==> config.mk <==
export PLATFORM = sky130hd
export DESIGN_NAME = low_voltage_reset_control
export DESIGN_NICKNAME = d
export VERILOG_FILES = /design/src/verilog/lvr_pkg.sv /design/src/verilog/low_voltage_reset_control.sv /design/src/verilog/low_width_qualifier.sv
export SDC_FILE = /design/constraint.sdc
export NUM_CORES = 1
export LEC_CHECK = 0
export BUFFER_PORTS_ARGS = -buffer_cell sky130_fd_sc_hd__clkbuf_2
export CORE_MARGIN = 4
export CORE_UTILIZATION = 51
export DETAILED_ROUTE_END_ITERATION = 10
export GPL_TIMING_DRIVEN = 0
export HOLD_SLACK_MARGIN = 0.08
export MAX_ROUTING_LAYER = met4
export PLACE_DENSITY = 0.88
export SLEW_MARGIN = 40
export SYNTH_ARGS = -nofsm -noshare
export SYNTH_HDL_FRONTEND = slang
export SYNTH_HIERARCHICAL = 1
export SYNTH_SLANG_ARGS = --single-unit
==> constraint.sdc <==
create_clock -name clk_i -period 2.17 [get_ports clk_i]
set_clock_uncertainty 0.2 [all_clocks]
set_input_delay 0.3255 -clock clk_i [delete_from_list [all_inputs] [get_ports clk_i]]
set_output_delay 0.3255 -clock clk_i [all_outputs]
set_load 0.03 [all_outputs]
==> src/verilog/lvr_pkg.sv <==
// Package: constants, types and encodings of the low-voltage reset control
package lvr_pkg;

  // ****************************************************************
  // Clock and timing
  // ****************************************************************
  localparam int CLK_MHZ            = 200;
  localparam int SOFT_RESET_DELAY_NS = 1000;
  localparam int SOFT_RESET_CYC     = (SOFT_RESET_DELAY_NS * CLK_MHZ + 999) / 1000;
  localparam int RESET_PULSE_NS     = 100;
  localparam int RESET_PULSE_CYC    = (RESET_PULSE_NS * CLK_MHZ + 999) / 1000;

  // ****************************************************************
  // Register map (byte addresses)
  // ****************************************************************
  localparam int          ADR_W         = 5;
  localparam logic [4:0]  ADR_THRESHOLD = 5'h00;
  localparam logic [4:0]  ADR_WIDTH     = 5'h04;
  localparam logic [4:0]  ADR_CAUSE     = 5'h08;
  localparam logic [4:0]  ADR_IRQ_STAT  = 5'h0C;
  localparam logic [4:0]  ADR_IRQ_MASK  = 5'h10;

  // ****************************************************************
  // Threshold codes and reset values
  // ****************************************************************
  localparam logic [7:0]  THR_2V10  = 8'h55;
  localparam logic [7:0]  THR_2V55  = 8'h33;
  localparam logic [7:0]  THR_3V15  = 8'h99;
  localparam logic [7:0]  THR_3V80  = 8'hAA;
  localparam logic [7:0]  THR_POR   = THR_2V10;
  localparam logic [1:0]  WIDTH_POR = 2'h0;

  // Low-speed oscillator periods per width code
  localparam logic [7:0]  WIDTH_CNT_0 = 8'h08;
  localparam logic [7:0]  WIDTH_CNT_1 = 8'h20;
  localparam logic [7:0]  WIDTH_CNT_2 = 8'h40;
  localparam logic [7:0]  WIDTH_CNT_3 = 8'h80;

  // ****************************************************************
  // Cause flag layout
  // ****************************************************************
  localparam int LVR_BIT = 2;
  localparam int BAD_BIT = 1;
  localparam int WDT_BIT = 0;
  localparam int FLAG_W  = 3;

  // ****************************************************************
  // Types
  // ****************************************************************
  typedef struct packed {
    logic             cyc;
    logic             stb;
    logic             we;
    logic [ADR_W-1:0] adr;
    logic [3:0]       sel;
    logic [31:0]      dat;
  } wb_req_t;

  typedef enum logic [1:0] {
    ST_RUN   = 2'b00,
    ST_WAIT  = 2'b01,
    ST_RESET = 2'b10
  } seq_st_t;

endpackage : lvr_pkg

==> src/verilog/low_voltage_reset_control.sv <==
// Low-voltage reset control: registers, qualification and reset sequencing
// ****************************************************************
// Summary of operation
// - Only codes 55, 33, 99, AA select a trip voltage; AA is highest.
// - Any other threshold code resets chip after delay and reloads 55.
// - Low-supply reset only after low indication outlasts selected width.
// - Low-supply reset leaves the threshold register unchanged.
// - Width code 0..3 means 8, 32, 64, 128 oscillator periods.
// - Unused bits of width and cause registers read as zero.
// - Cause bit 2 set by every qualified low-supply reset.
// - Cause bit 1 set when the delayed reset for an undefined threshold code fires.
// - Cause flags cleared only by software writing zero.
// - Low-supply detection off while in idle or sleep.
// - Cause bit 0 set by a watchdog-control software reset.
// ****************************************************************
`timescale 1ns/100ps
`default_nettype none

module low_voltage_reset_control #(
  parameter int SRESET_CYC = lvr_pkg::SOFT_RESET_CYC,
  parameter int PULSE_CYC  = lvr_pkg::RESET_PULSE_CYC
) (
  // Clock and power-on reset
  input  wire logic        clk_i,
  input  wire logic        rst_i,
  // Wishbone slave
  input  wire logic        cyc_i,
  input  wire logic        stb_i,
  input  wire logic        we_i,
  input  wire logic [lvr_pkg::ADR_W-1:0] adr_i,
  input  wire logic [3:0]  sel_i,
  input  wire logic [31:0] dat_i,
  output logic [31:0]      dat_o,
  output logic             ack_o,
  // Analog side and oscillator pins
  input  wire logic        low_supply_i,
  input  wire logic        low_speed_osc_i,
  // Power mode and watchdog event, same clock
  input  wire logic        power_down_i,
  input  wire logic        watchdog_ctrl_reset_i,
  // Outputs
  output logic [7:0]       threshold_code_o,
  output logic             chip_reset_o,
  output logic             irq_o
);
  import lvr_pkg::*;

  // ****************************************************************
  // Parameter checks
  // ****************************************************************
  generate
    if (SRESET_CYC < 1 || SRESET_CYC > 4096) begin : g_chk_sr
      $error("SRESET_CYC out of range");
    end
    if (PULSE_CYC < 8 || PULSE_CYC > 4096) begin : g_chk_pl
      $error("PULSE_CYC out of range");
    end
  endgenerate

  // ****************************************************************
  // Helpers
  // ****************************************************************
  function automatic logic code_valid(input logic [7:0] code);
    code_valid = (code == THR_2V10) || (code == THR_2V55) ||
                 (code == THR_3V15) || (code == THR_3V80);
  endfunction : code_valid

  // ****************************************************************
  // Declarations
  // ****************************************************************
  wb_req_t            req;
  logic               ack_q;
  logic [31:0]        rd_mux;
  logic [31:0]        rd_q;
  logic               req_new;
  logic               take;
  logic               wr_en;
  logic               rd_en;
  logic               hit_thr;
  logic               hit_width;
  logic               hit_cause;
  logic               hit_stat;
  logic               hit_mask;
  logic [7:0]         thr_q;
  logic [7:0]         thr_d;
  logic [1:0]         width_q;
  logic [1:0]         width_d;
  logic [FLAG_W-1:0]  cause_q;
  logic [FLAG_W-1:0]  cause_d;
  logic [FLAG_W-1:0]  stat_q;
  logic [FLAG_W-1:0]  stat_d;
  logic [FLAG_W-1:0]  mask_q;
  logic [FLAG_W-1:0]  mask_d;
  logic [FLAG_W-1:0]  events;
  logic [FLAG_W-1:0]  cause_keep;
  logic               osc_s1_q;
  logic               osc_s2_q;
  logic               osc_s3_q;
  logic               low_s1_q;
  logic               low_s2_q;
  logic               osc_tick;
  logic               lvr_fire;
  logic               bad_code;
  logic               bad_done;
  logic               lvr_evt;
  seq_st_t            st_q;
  seq_st_t            st_d;
  logic [12:0]        cnt_q;
  logic [12:0]        cnt_d;

  // ****************************************************************
  // Pin synchronisers
  // ****************************************************************
  always_ff @(posedge clk_i) begin
    if (rst_i) begin
      // Preset high: release never fakes a rising oscillator edge
      osc_s1_q <= 1'b1;
      osc_s2_q <= 1'b1;
      osc_s3_q <= 1'b1;
      low_s1_q <= 1'b0;
      low_s2_q <= 1'b0;
    end else begin
      osc_s1_q <= low_speed_osc_i;
      osc_s2_q <= osc_s1_q;
      osc_s3_q <= osc_s2_q;
      low_s1_q <= low_supply_i;
      low_s2_q <= low_s1_q;
    end
  end

  // Edge taken from the second and third stages
  assign osc_tick = osc_s2_q && !osc_s3_q;

  // ****************************************************************
  // Width qualification
  // ****************************************************************
  low_width_qualifier #(
    .CNT_W (8)
  ) u_qual (
    .clk_i        (clk_i),
    .rst_i        (rst_i),
    .enable_i     (!power_down_i),
    .low_i        (low_s2_q),
    .tick_i       (osc_tick),
    .width_code_i (width_q),
    .fire_o       (lvr_fire)
  );

  // ****************************************************************
  // Wishbone decode
  // ****************************************************************
  assign req       = '{cyc: cyc_i, stb: stb_i, we: we_i, adr: adr_i,
                       sel: sel_i, dat: dat_i};
  assign req_new   = req.cyc && req.stb && !ack_q;
  assign take      = req.cyc && req.stb && ack_q;
  assign wr_en     = take && req.we && req.sel[0];
  assign rd_en     = take && !req.we;
  assign hit_thr   = (req.adr == ADR_THRESHOLD);
  assign hit_width = (req.adr == ADR_WIDTH);
  assign hit_cause = (req.adr == ADR_CAUSE);
  assign hit_stat  = (req.adr == ADR_IRQ_STAT);
  assign hit_mask  = (req.adr == ADR_IRQ_MASK);

  // Unmapped addresses are acknowledged and read zero
  always_comb begin
    rd_mux = '0;
    if (hit_thr) begin
      rd_mux[7:0] = thr_q;
    end else if (hit_width) begin
      rd_mux[1:0] = width_q;
    end else if (hit_cause) begin
      rd_mux[FLAG_W-1:0] = cause_q;
    end else if (hit_stat) begin
      rd_mux[FLAG_W-1:0] = stat_q;
    end else if (hit_mask) begin
      rd_mux[FLAG_W-1:0] = mask_q;
    end
  end

  always_ff @(posedge clk_i) begin
    if (rst_i) begin
      ack_q <= 1'b0;
      rd_q  <= '0;
    end else begin
      ack_q <= req_new;
      if (req_new) rd_q <= rd_mux;
    end
  end

  assign ack_o = ack_q;
  assign dat_o = rd_q;

  // ****************************************************************
  // Reset sequencer
  // ****************************************************************
  assign bad_code = !code_valid(thr_q);
  assign bad_done = (st_q == ST_WAIT) && (cnt_q == 13'(SRESET_CYC - 1));
  assign lvr_evt  = lvr_fire;

  always_comb begin
    st_d  = st_q;
    cnt_d = cnt_q + 1'b1;
    case (st_q)
      ST_RUN: begin
        cnt_d = '0;
        if (lvr_fire) begin
          st_d = ST_RESET;
        end else if (bad_code) begin
          st_d = ST_WAIT;
        end
      end
      ST_WAIT: begin
        if (bad_done) begin
          st_d  = ST_RESET;
          cnt_d = '0;
        end
      end
      ST_RESET: begin
        if (cnt_q == 13'(PULSE_CYC - 1)) begin
          st_d  = ST_RUN;
          cnt_d = '0;
        end
      end
      default: begin
        st_d  = ST_RUN;
        cnt_d = '0;
      end
    endcase
  end

  always_ff @(posedge clk_i) begin
    if (rst_i) begin
      st_q  <= ST_RUN;
      cnt_q <= '0;
    end else begin
      st_q  <= st_d;
      cnt_q <= cnt_d;
    end
  end

  assign chip_reset_o = (st_q == ST_RESET);

  // ****************************************************************
  // Control registers
  // ****************************************************************
  // Reload beats a software write landing on the same edge
  assign thr_d   = bad_done ? THR_POR :
                   (wr_en && hit_thr) ? req.dat[7:0] : thr_q;
  assign width_d = (wr_en && hit_width) ? req.dat[1:0] : width_q;
  assign mask_d  = (wr_en && hit_mask) ? req.dat[FLAG_W-1:0] : mask_q;

  // ****************************************************************
  // Cause flags and interrupt status
  // ****************************************************************
  assign events = {lvr_evt, bad_done, watchdog_ctrl_reset_i};
  // Software writes zero to clear; hardware only ever sets
  assign cause_keep = (wr_en && hit_cause) ? req.dat[FLAG_W-1:0]
                                           : {FLAG_W{1'b1}};
  assign cause_d = (cause_q & cause_keep) | events;
  // Read clears, but an event on the same edge survives
  assign stat_d  = ((rd_en && hit_stat) ? '0 : stat_q) | events;

  always_ff @(posedge clk_i) begin
    if (rst_i) begin
      thr_q   <= THR_POR;
      width_q <= WIDTH_POR;
      cause_q <= '0;
      stat_q  <= '0;
      mask_q  <= '0;
    end else begin
      thr_q   <= thr_d;
      width_q <= width_d;
      cause_q <= cause_d;
      stat_q  <= stat_d;
      mask_q  <= mask_d;
    end
  end

  assign threshold_code_o = thr_q;
  assign irq_o            = |(stat_q & mask_q);

  // ****************************************************************
  // Checks
  // ****************************************************************
  chk_bad_code_reload : assert property (
    @(posedge clk_i) disable iff (rst_i)
    (st_q == ST_RUN && !lvr_fire && bad_code) |=>
      ##(SRESET_CYC) (thr_q == THR_POR && chip_reset_o))
    else $error("bad threshold code not reloaded after delay");

  chk_reset_pulse_len : assert property (
    @(posedge clk_i) disable iff (rst_i)
    $rose(chip_reset_o) |-> chip_reset_o [*8])
    else $error("chip reset pulse too short");

  // Event during a pulse or a pending reload flags but adds no pulse
  chk_lvr_flag_set : assert property (
    @(posedge clk_i) disable iff (rst_i)
    lvr_fire |=> cause_q[LVR_BIT] && stat_q[LVR_BIT] &&
      (chip_reset_o || $past(st_q) != ST_RUN))
    else $error("low-supply reset not flagged");

  chk_lvr_keeps_thr : assert property (
    @(posedge clk_i) disable iff (rst_i)
    (lvr_fire && !(wr_en && hit_thr) && !bad_done) |=> $stable(thr_q))
    else $error("threshold changed by low-supply reset");

  chk_bad_flag_set : assert property (
    @(posedge clk_i) disable iff (rst_i)
    bad_done |=> cause_q[BAD_BIT] && code_valid(thr_q))
    else $error("bad code flag not set");

  chk_flag_sticky : assert property (
    @(posedge clk_i) disable iff (rst_i)
    (cause_q[LVR_BIT] && !(wr_en && hit_cause)) |=> cause_q[LVR_BIT])
    else $error("cause flag cleared by hardware");

  chk_flags_never_drop : assert property (
    @(posedge clk_i) disable iff (rst_i)
    !(wr_en && hit_cause) |=> (cause_q & $past(cause_q)) == $past(cause_q))
    else $error("cause flag dropped without software write");

  chk_wdt_flag_set : assert property (
    @(posedge clk_i) disable iff (rst_i)
    watchdog_ctrl_reset_i |=> cause_q[WDT_BIT])
    else $error("watchdog control flag not set");

  chk_unused_zero : assert property (
    @(posedge clk_i) disable iff (rst_i)
    (ack_o && $past(hit_width || hit_cause)) |-> dat_o[31:3] == '0)
    else $error("unimplemented bits read nonzero");

  chk_width_upper_zero : assert property (
    @(posedge clk_i) disable iff (rst_i)
    (ack_o && $past(hit_width)) |-> dat_o[31:2] == '0)
    else $error("width register upper bits read nonzero");

  chk_pd_no_fire : assert property (
    @(posedge clk_i) disable iff (rst_i)
    power_down_i [*2] |-> !lvr_fire)
    else $error("low-supply detect active in power-down");

  // Read clears status, but an event on the reading edge is kept
  chk_stat_read_clear : assert property (
    @(posedge clk_i) disable iff (rst_i)
    (rd_en && hit_stat) |=> stat_q == $past(events))
    else $error("status not cleared by read");

  chk_ack_one_cycle : assert property (
    @(posedge clk_i) disable iff (rst_i)
    ack_o |=> !ack_o)
    else $error("ack held longer than one cycle");

endmodule : low_voltage_reset_control
`default_nettype wire

==> src/verilog/low_width_qualifier.sv <==
// Low-supply minimum-width qualifier counting low-speed oscillator periods
`timescale 1ns/100ps
`default_nettype none

module low_width_qualifier #(
  parameter int CNT_W = 8
) (
  // Clock and reset
  input  wire logic       clk_i,
  input  wire logic       rst_i,
  // Qualification inputs
  input  wire logic       enable_i,
  input  wire logic       low_i,
  input  wire logic       tick_i,
  input  wire logic [1:0] width_code_i,
  // Qualified event
  output logic            fire_o
);
  import lvr_pkg::*;

  generate
    if (CNT_W < 8) begin : g_chk
      $error("CNT_W too small for widest setting");
    end
  endgenerate

  logic [CNT_W-1:0] cnt_q;
  logic [CNT_W-1:0] target;
  logic             fired_q;
  logic             hit;

  assign target = (width_code_i == 2'h0) ? CNT_W'(WIDTH_CNT_0) :
                  (width_code_i == 2'h1) ? CNT_W'(WIDTH_CNT_1) :
                  (width_code_i == 2'h2) ? CNT_W'(WIDTH_CNT_2) :
                                           CNT_W'(WIDTH_CNT_3);
  // Phase of first tick is random, so N ticks span N-1 to N periods
  assign hit = tick_i && !fired_q && (cnt_q + 1'b1 == target);

  always_ff @(posedge clk_i) begin
    if (rst_i || !enable_i || !low_i) begin
      cnt_q   <= '0;
      fired_q <= 1'b0;
      fire_o  <= 1'b0;
    end else begin
      fire_o <= hit;
      if (hit) fired_q <= 1'b1;
      if (tick_i && !fired_q) cnt_q <= cnt_q + 1'b1;
    end
  end

  chk_fire_needs_low : assert property (
    @(posedge clk_i) disable iff (rst_i)
    fire_o |-> $past(enable_i) && $past(low_i))
    else $error("qualified event without low supply");
  chk_count_restart : assert property (
    @(posedge clk_i) disable iff (rst_i)
    !low_i |=> cnt_q == '0)
    else $error("width counter did not restart");

endmodule : low_width_qualifier
`default_nettype wire

# After elaboration in Yosys (flattened, before gate mapping)
# Index checks and enable logic that the tools add are counted.
# Widths: inputs -> output; s select.
word_totals:
  register_bits: 58
  input_bits: 50
  out_inout_bits: 43
  elab_cells: 92
classes:
  n_addsub: 2
  n_eq_ne: 18
  mux: 20
  n_bitwise: 4
  reduce_logical: 31
op_table:
  columns: ["cell", "n"]
  rows:
  - ["$mux 13", 2]
  - ["$pmux 13 s2", 1]
  - ["$mux 8", 3]
  - ["$mux 3", 6]
  - ["$eq 8x8->1 const B", 2]
  - ["$logic_and 1x1->1", 15]
  - ["$add 13x1->13 const B", 1]
  - ["$eq 13x5->1 const B", 1]
  - ["$eq 13x8->1 const B", 1]
  - ["$eq 5x4->1 const B", 2]
  - ["$mux 2", 5]
  - ["$add 8x1->8 const B", 1]
  - ["$eq 8x6->1 const B", 1]
  - ["$eq 8x7->1 const B", 1]
  - ["$eq 8x8->1", 1]
  - ["$and 3x3->3", 2]
  - ["$or 3x3->3", 2]
  - ["$pmux 2 s3", 1]
  - ["$eq 5x3->1 const B", 1]
  - ["$eq 5x5->1 const B", 1]
  - ["$logic_not 1->1", 5]
  - ["$logic_not 5->1", 1]
  - ["$logic_or 1x1->1", 5]
  - ["$mux 5", 1]
  - ["other kinds (10)", 13]

# Logic depth before layout (Yosys ltp)
depth:
  word_depth: 8
  depth_mapped: 7
  mapped_depth_nobuf: 7

# By module
# The synthesis kept the hierarchy.
modules_own_cells:
  columns: ["mod", "n_inst", "cells_per_inst", "area_each_um2", "seq_area_each_um2"]
  rows:
  - ["low_voltage_reset_control", 1, 272, 2313.5, 960.9]
  - ["low_width_qualifier", 1, 65, 584.3, 200.2]

# Worst setup path after synthesis
# Ideal clock, no wire load.
synth_path:
  kind: "register -> register"
  from: "register thr_q[6] (netlist: threshold_code_o[6])"
  to: "register st_q[1]"
  setup_time_ns: 0.123
  arrival_time_ns: 1.807
  required_ns: 1.847
  path_slack_ns: 0.040
  stages_incl_launch_ff: 6
  n_path_buf: 0
  synth_period_minus_slack_ns: 2.130
  path_cell_list: "dfxtp_1 a21oi_1 or4b_1 a311oi_2 a31oi_1 mux2_1"
synth_via:
  elab_chain_cells: 6
  elab_cells_between_ends: 9
  cone_classes: "5 x eq/ne; 4 x reduce/logical"
synth_lines:
  columns: ["element", "line_no", "source"]
  rows:
  - ["start, declared", "low_voltage_reset_control.sv:84", "logic [7:0] thr_q;"]
  - ["start signal, assigned", "low_voltage_reset_control.sv:271", "thr_q <= thr_d;"]
  - ["$eq 8x7->1 or $eq 8x6->1 (tied branches)", "low_voltage_reset_control.sv:64", "code_valid = (code == THR_2V10) || (code == THR_2V55) ||"]
  - ["$logic_or 1x1->1 (2 in series)", "low_voltage_reset_control.sv:64", null]
  - ["$logic_or 1x1->1 (*)", "low_voltage_reset_control.sv:65", "(code == THR_3V15) || (code == THR_3V80);"]
  - ["$ne 3x2->1 (no line) (*)", null, null]
  - ["$reduce_and 3->1 (no line) (*)", null, null]
  - ["end signal, assigned", "low_voltage_reset_control.sv:236", "st_q <= st_d;"]
  - ["end, declared", "low_voltage_reset_control.sv:106", "seq_st_t st_q;"]
# Every way passes the cells marked *; elsewhere a longest branch is shown, timed or not.
# A chain may end at the register's enable or synchronous reset.

# Worst setup path in the final report
layout_path:
  from: "register thr_q[1] (netlist: threshold_code_o[1])"
  to: "register st_q[1]"
# The elaborated chain is that of the path after synthesis.

==> impl_metrics.yaml <==
outcome:
  status: "complete, no violations"
floorplanning:
  initial_core_util: 0.526
  die_h_um: 83.4
  die_x_um: 83.4
  core.rowCount: 27
  die_area_sq_um: 6950
  ios: 93
  core_region_area_sq_um: 5510
sta:
  worst_slack_ns: 0.0908
  setup_viol: 0
  hold_viol: 0
  maxClockFrequency_ghz: 0.481
  fin_crit_sh: 0.958
  tns_ns: 0
  fin_crit_ns: 2.08
  maxSlewViolCount: 0
  maxSlewHeadroom: 0.638
  grt_setup_unrepaired: "false"
  tightest_slew_ns: 0.541
  hold_ws_ns: 0.102
place:
  port_buffers: 41
  gp_congestion: 0.936
  pre_cts_ws_ns: 0.0330
  hpwl_um: 4690
  postPlaceCellArea_sq_um: 3280
yosys:
  synthDistinctLibCells: 51
  synth_area_leaders: "dfxtp_1, buf_4, nor2_1, xor2_1, a21oi_1"
  yosys_warnings: 6
  syn_area_sq_um: 2900
  yosysMostFrequentCell: "dfxtp_1"
  yosysTopAreaCellShare: 0.401
  async_flop_share: 0
  synth_enable_flop_cells: 0
  ys_seq_elements: 58
  avgSynthCellArea_sq_um: 8.60
  ys.flop_type: "dfxtp_1"
  yosys.area.top_type: "dfxtp_1"
  postSynthCellCount: 337
  synth_common_cells: "dfxtp_1, nor2_1, nand2_1"
  yosysSeqAreaShare: 0.401
global_routing:
  grt.overflow.total: 0
  use_met2: 0.330
  grt_pass1_vias: 2420
  globalRouteMet3Util: 0.0754
  busiest_layer: "met2"
  grt_max_degree: 11
  grt_pass1_wl_um: 10800
  use_met1: 0.212
  grt.total_usage: 0.196
  antenna_found_initial: 0
clock_network:
  htreeDepth: 3
  cts_num_sinks: 58
  worstSkewPairLatency_ns: 0.33
  postCtsSetupRepairBufs: 0
  root_buffer: "clkbuf_8"
  cts_tree: "done"
  cts_buffer_depth: 2
  cts_buffers: 9
  cts.clk_slew.worst_paths_ns: 0.07
setup_path:
  worstPathMaxFanout: 7
  cp-end-kind: "register"
  startpoint_type: "register"
  criticalPathCategory: "register to register"
  cp.required_ns: 2.18
  worstPathArrival_ns: 2.09
finish:
  n_antenna_cell: 0
  layout-drive-gt1-share: 0.232
  fillCellCount: 437
  nets: 477
  area_delta_synth_final_pct: 24.3
  utilization: 0.654
  design_area_sq_um: 3600
drt:
  viasPerCell: 5.14
  drt-total-wl_um: 6470
  drc: 0
  drt_iter0_markers: 104
  wl_per_cell_um: 13.0
  vias: 2561
  firstDrtPassIters: 4
  antenna_left: 0
power_and_ir_drop:
  power_leakage_nw: 1.47
  vdd_drop_max_mv: 0.603
  p_per_area_nw_per_um2: 650
min_path:
  min_path_type: "input port to register"
flow_run:
  max_cap_viol_count: 0
==> path summary, 6_finish.rpt <==
kind / start / end / slack, ns / cells past startpoint
worst min-delay path: dat_i[2] / threshold_code_o[2] / 0.10 / 3
worst min register to register: osc_s1_q / osc_s2_q / 0.22 / 1
worst max-delay path: threshold_code_o[1] / st_q[1] / 0.09 / 5
worst max register to register: threshold_code_o[1] / st_q[1] / 0.09 / 5
==> critical path, stage by stage, from the launching register on <==
cell	delay, ns
dfxtp_1	0.44
a21oi_1	0.06
or4b_1	0.49
a311oi_2	0.32
a31oi_1	0.14
mux2_1	0.32
==> layout by cell type (no fill, tap or decap), types with 3 or more instances in the layout <==
master,instances
a21oi_1,21
a22oi_1,5
a31oi_1,4
and3_1,3
buf_4,24
clkbuf_1,7
clkbuf_2,41
clkbuf_8,10
conb_1,24
dfxtp_1,57
dlygate4sd3_1,9
ha_1,6
inv_1,10
mux2i_1,5
nand2_1,28
nand2b_1,5
nand3_1,11
nand3b_1,4
nand4_1,6
nor2_1,47
nor2b_1,4
nor3_1,11
nor4_1,4
o21ai_0,7
or2_2,6
or3_1,4
xnor2_1,11
xor2_1,13
==> where the power goes <==
part / switching (W) / leakage (nW) / total, W / internal, W
Sequential: 0.00000493 / 0.469 / 0.00108 / 0.00108
Combinational: 0.000127 / 0.895 / 0.000206 / 0.0000793
Clock: 0.000408 / 0.107 / 0.00105 / 0.000645
==> flip-flops by register name (all words and copies together), names as in the netlist, 2 cells and up <==
signal / cells
dat_o: 8
stat_q: 3
u_qual/cnt_q: 8
st_q: 2
cnt_q: 13
threshold_code_o: 8
cause_q: 3
width_q: 2
mask_q: 3
==> cell families (layout without fill, tap and decap cells) <==
group / after synthesis / count (layout) / share of synthesized area
and+or+nand+nor: 151 / 151 / 0.275
DFF: 58 / 58 / 0.401
AOI/OAI and AO/OA: 48 / 48 / 0.106
buffers and inverters: 42 / 108 / 0.0894
xor gates and xnor gates: 25 / 25 / 0.0803
adders and majority gates: 6 / 6 / 0.0259
muxes: 6 / 6 / 0.0212
other: 1 / 24 / 0.00129
==> layout make-up <==
cell class | instances | area, sq um | area share
buffer | 31 | 218 | 0.0605
clock buffer | 11 | 131 | 0.0365
clock inverter | 5 | 78.8 | 0.0219
inverter | 11 | 41.3 | 0.0115
multi-input combinational | 260 | 1580 | 0.440
sequential | 58 | 1160 | 0.323
tap | 72 | 90.1 | 0.0250
timing repair buffer | 50 | 295 | 0.0820
==> through the flow <==
stage | instances | total power, W
finish | 498 | 0.00234
global placement | 473 | 0.00129
CTS | 498 | 0.00236
detailed placement | 473 | 0.00129
floorplan | 360 | 0.00125
global route | 498 | 0.00243
==> layer usage <==
| layer | wire length [um] | vias up | share of wire |
|---|---|---|---|
| li1 | - | 1287 | - |
| met3 | 344 | 7 | 0.053 |
| met5 | 0 | - | 0 |
| met4 | 77 | 0 | 0.012 |
| met2 | 3370 | 65 | 0.52 |
| met1 | 2680 | 1202 | 0.41 |
==> repair_timing <==
| action | in CTS | in global routing |
|---|---|---|
| setup endpoints to repair | 0 | 14 |
| hold buffers | 9 | 0 |
| gates resized for setup | 0 | 4 |
| hold endpoints to repair | 11 | 0 |
Power figures use the tool's default switching activity.
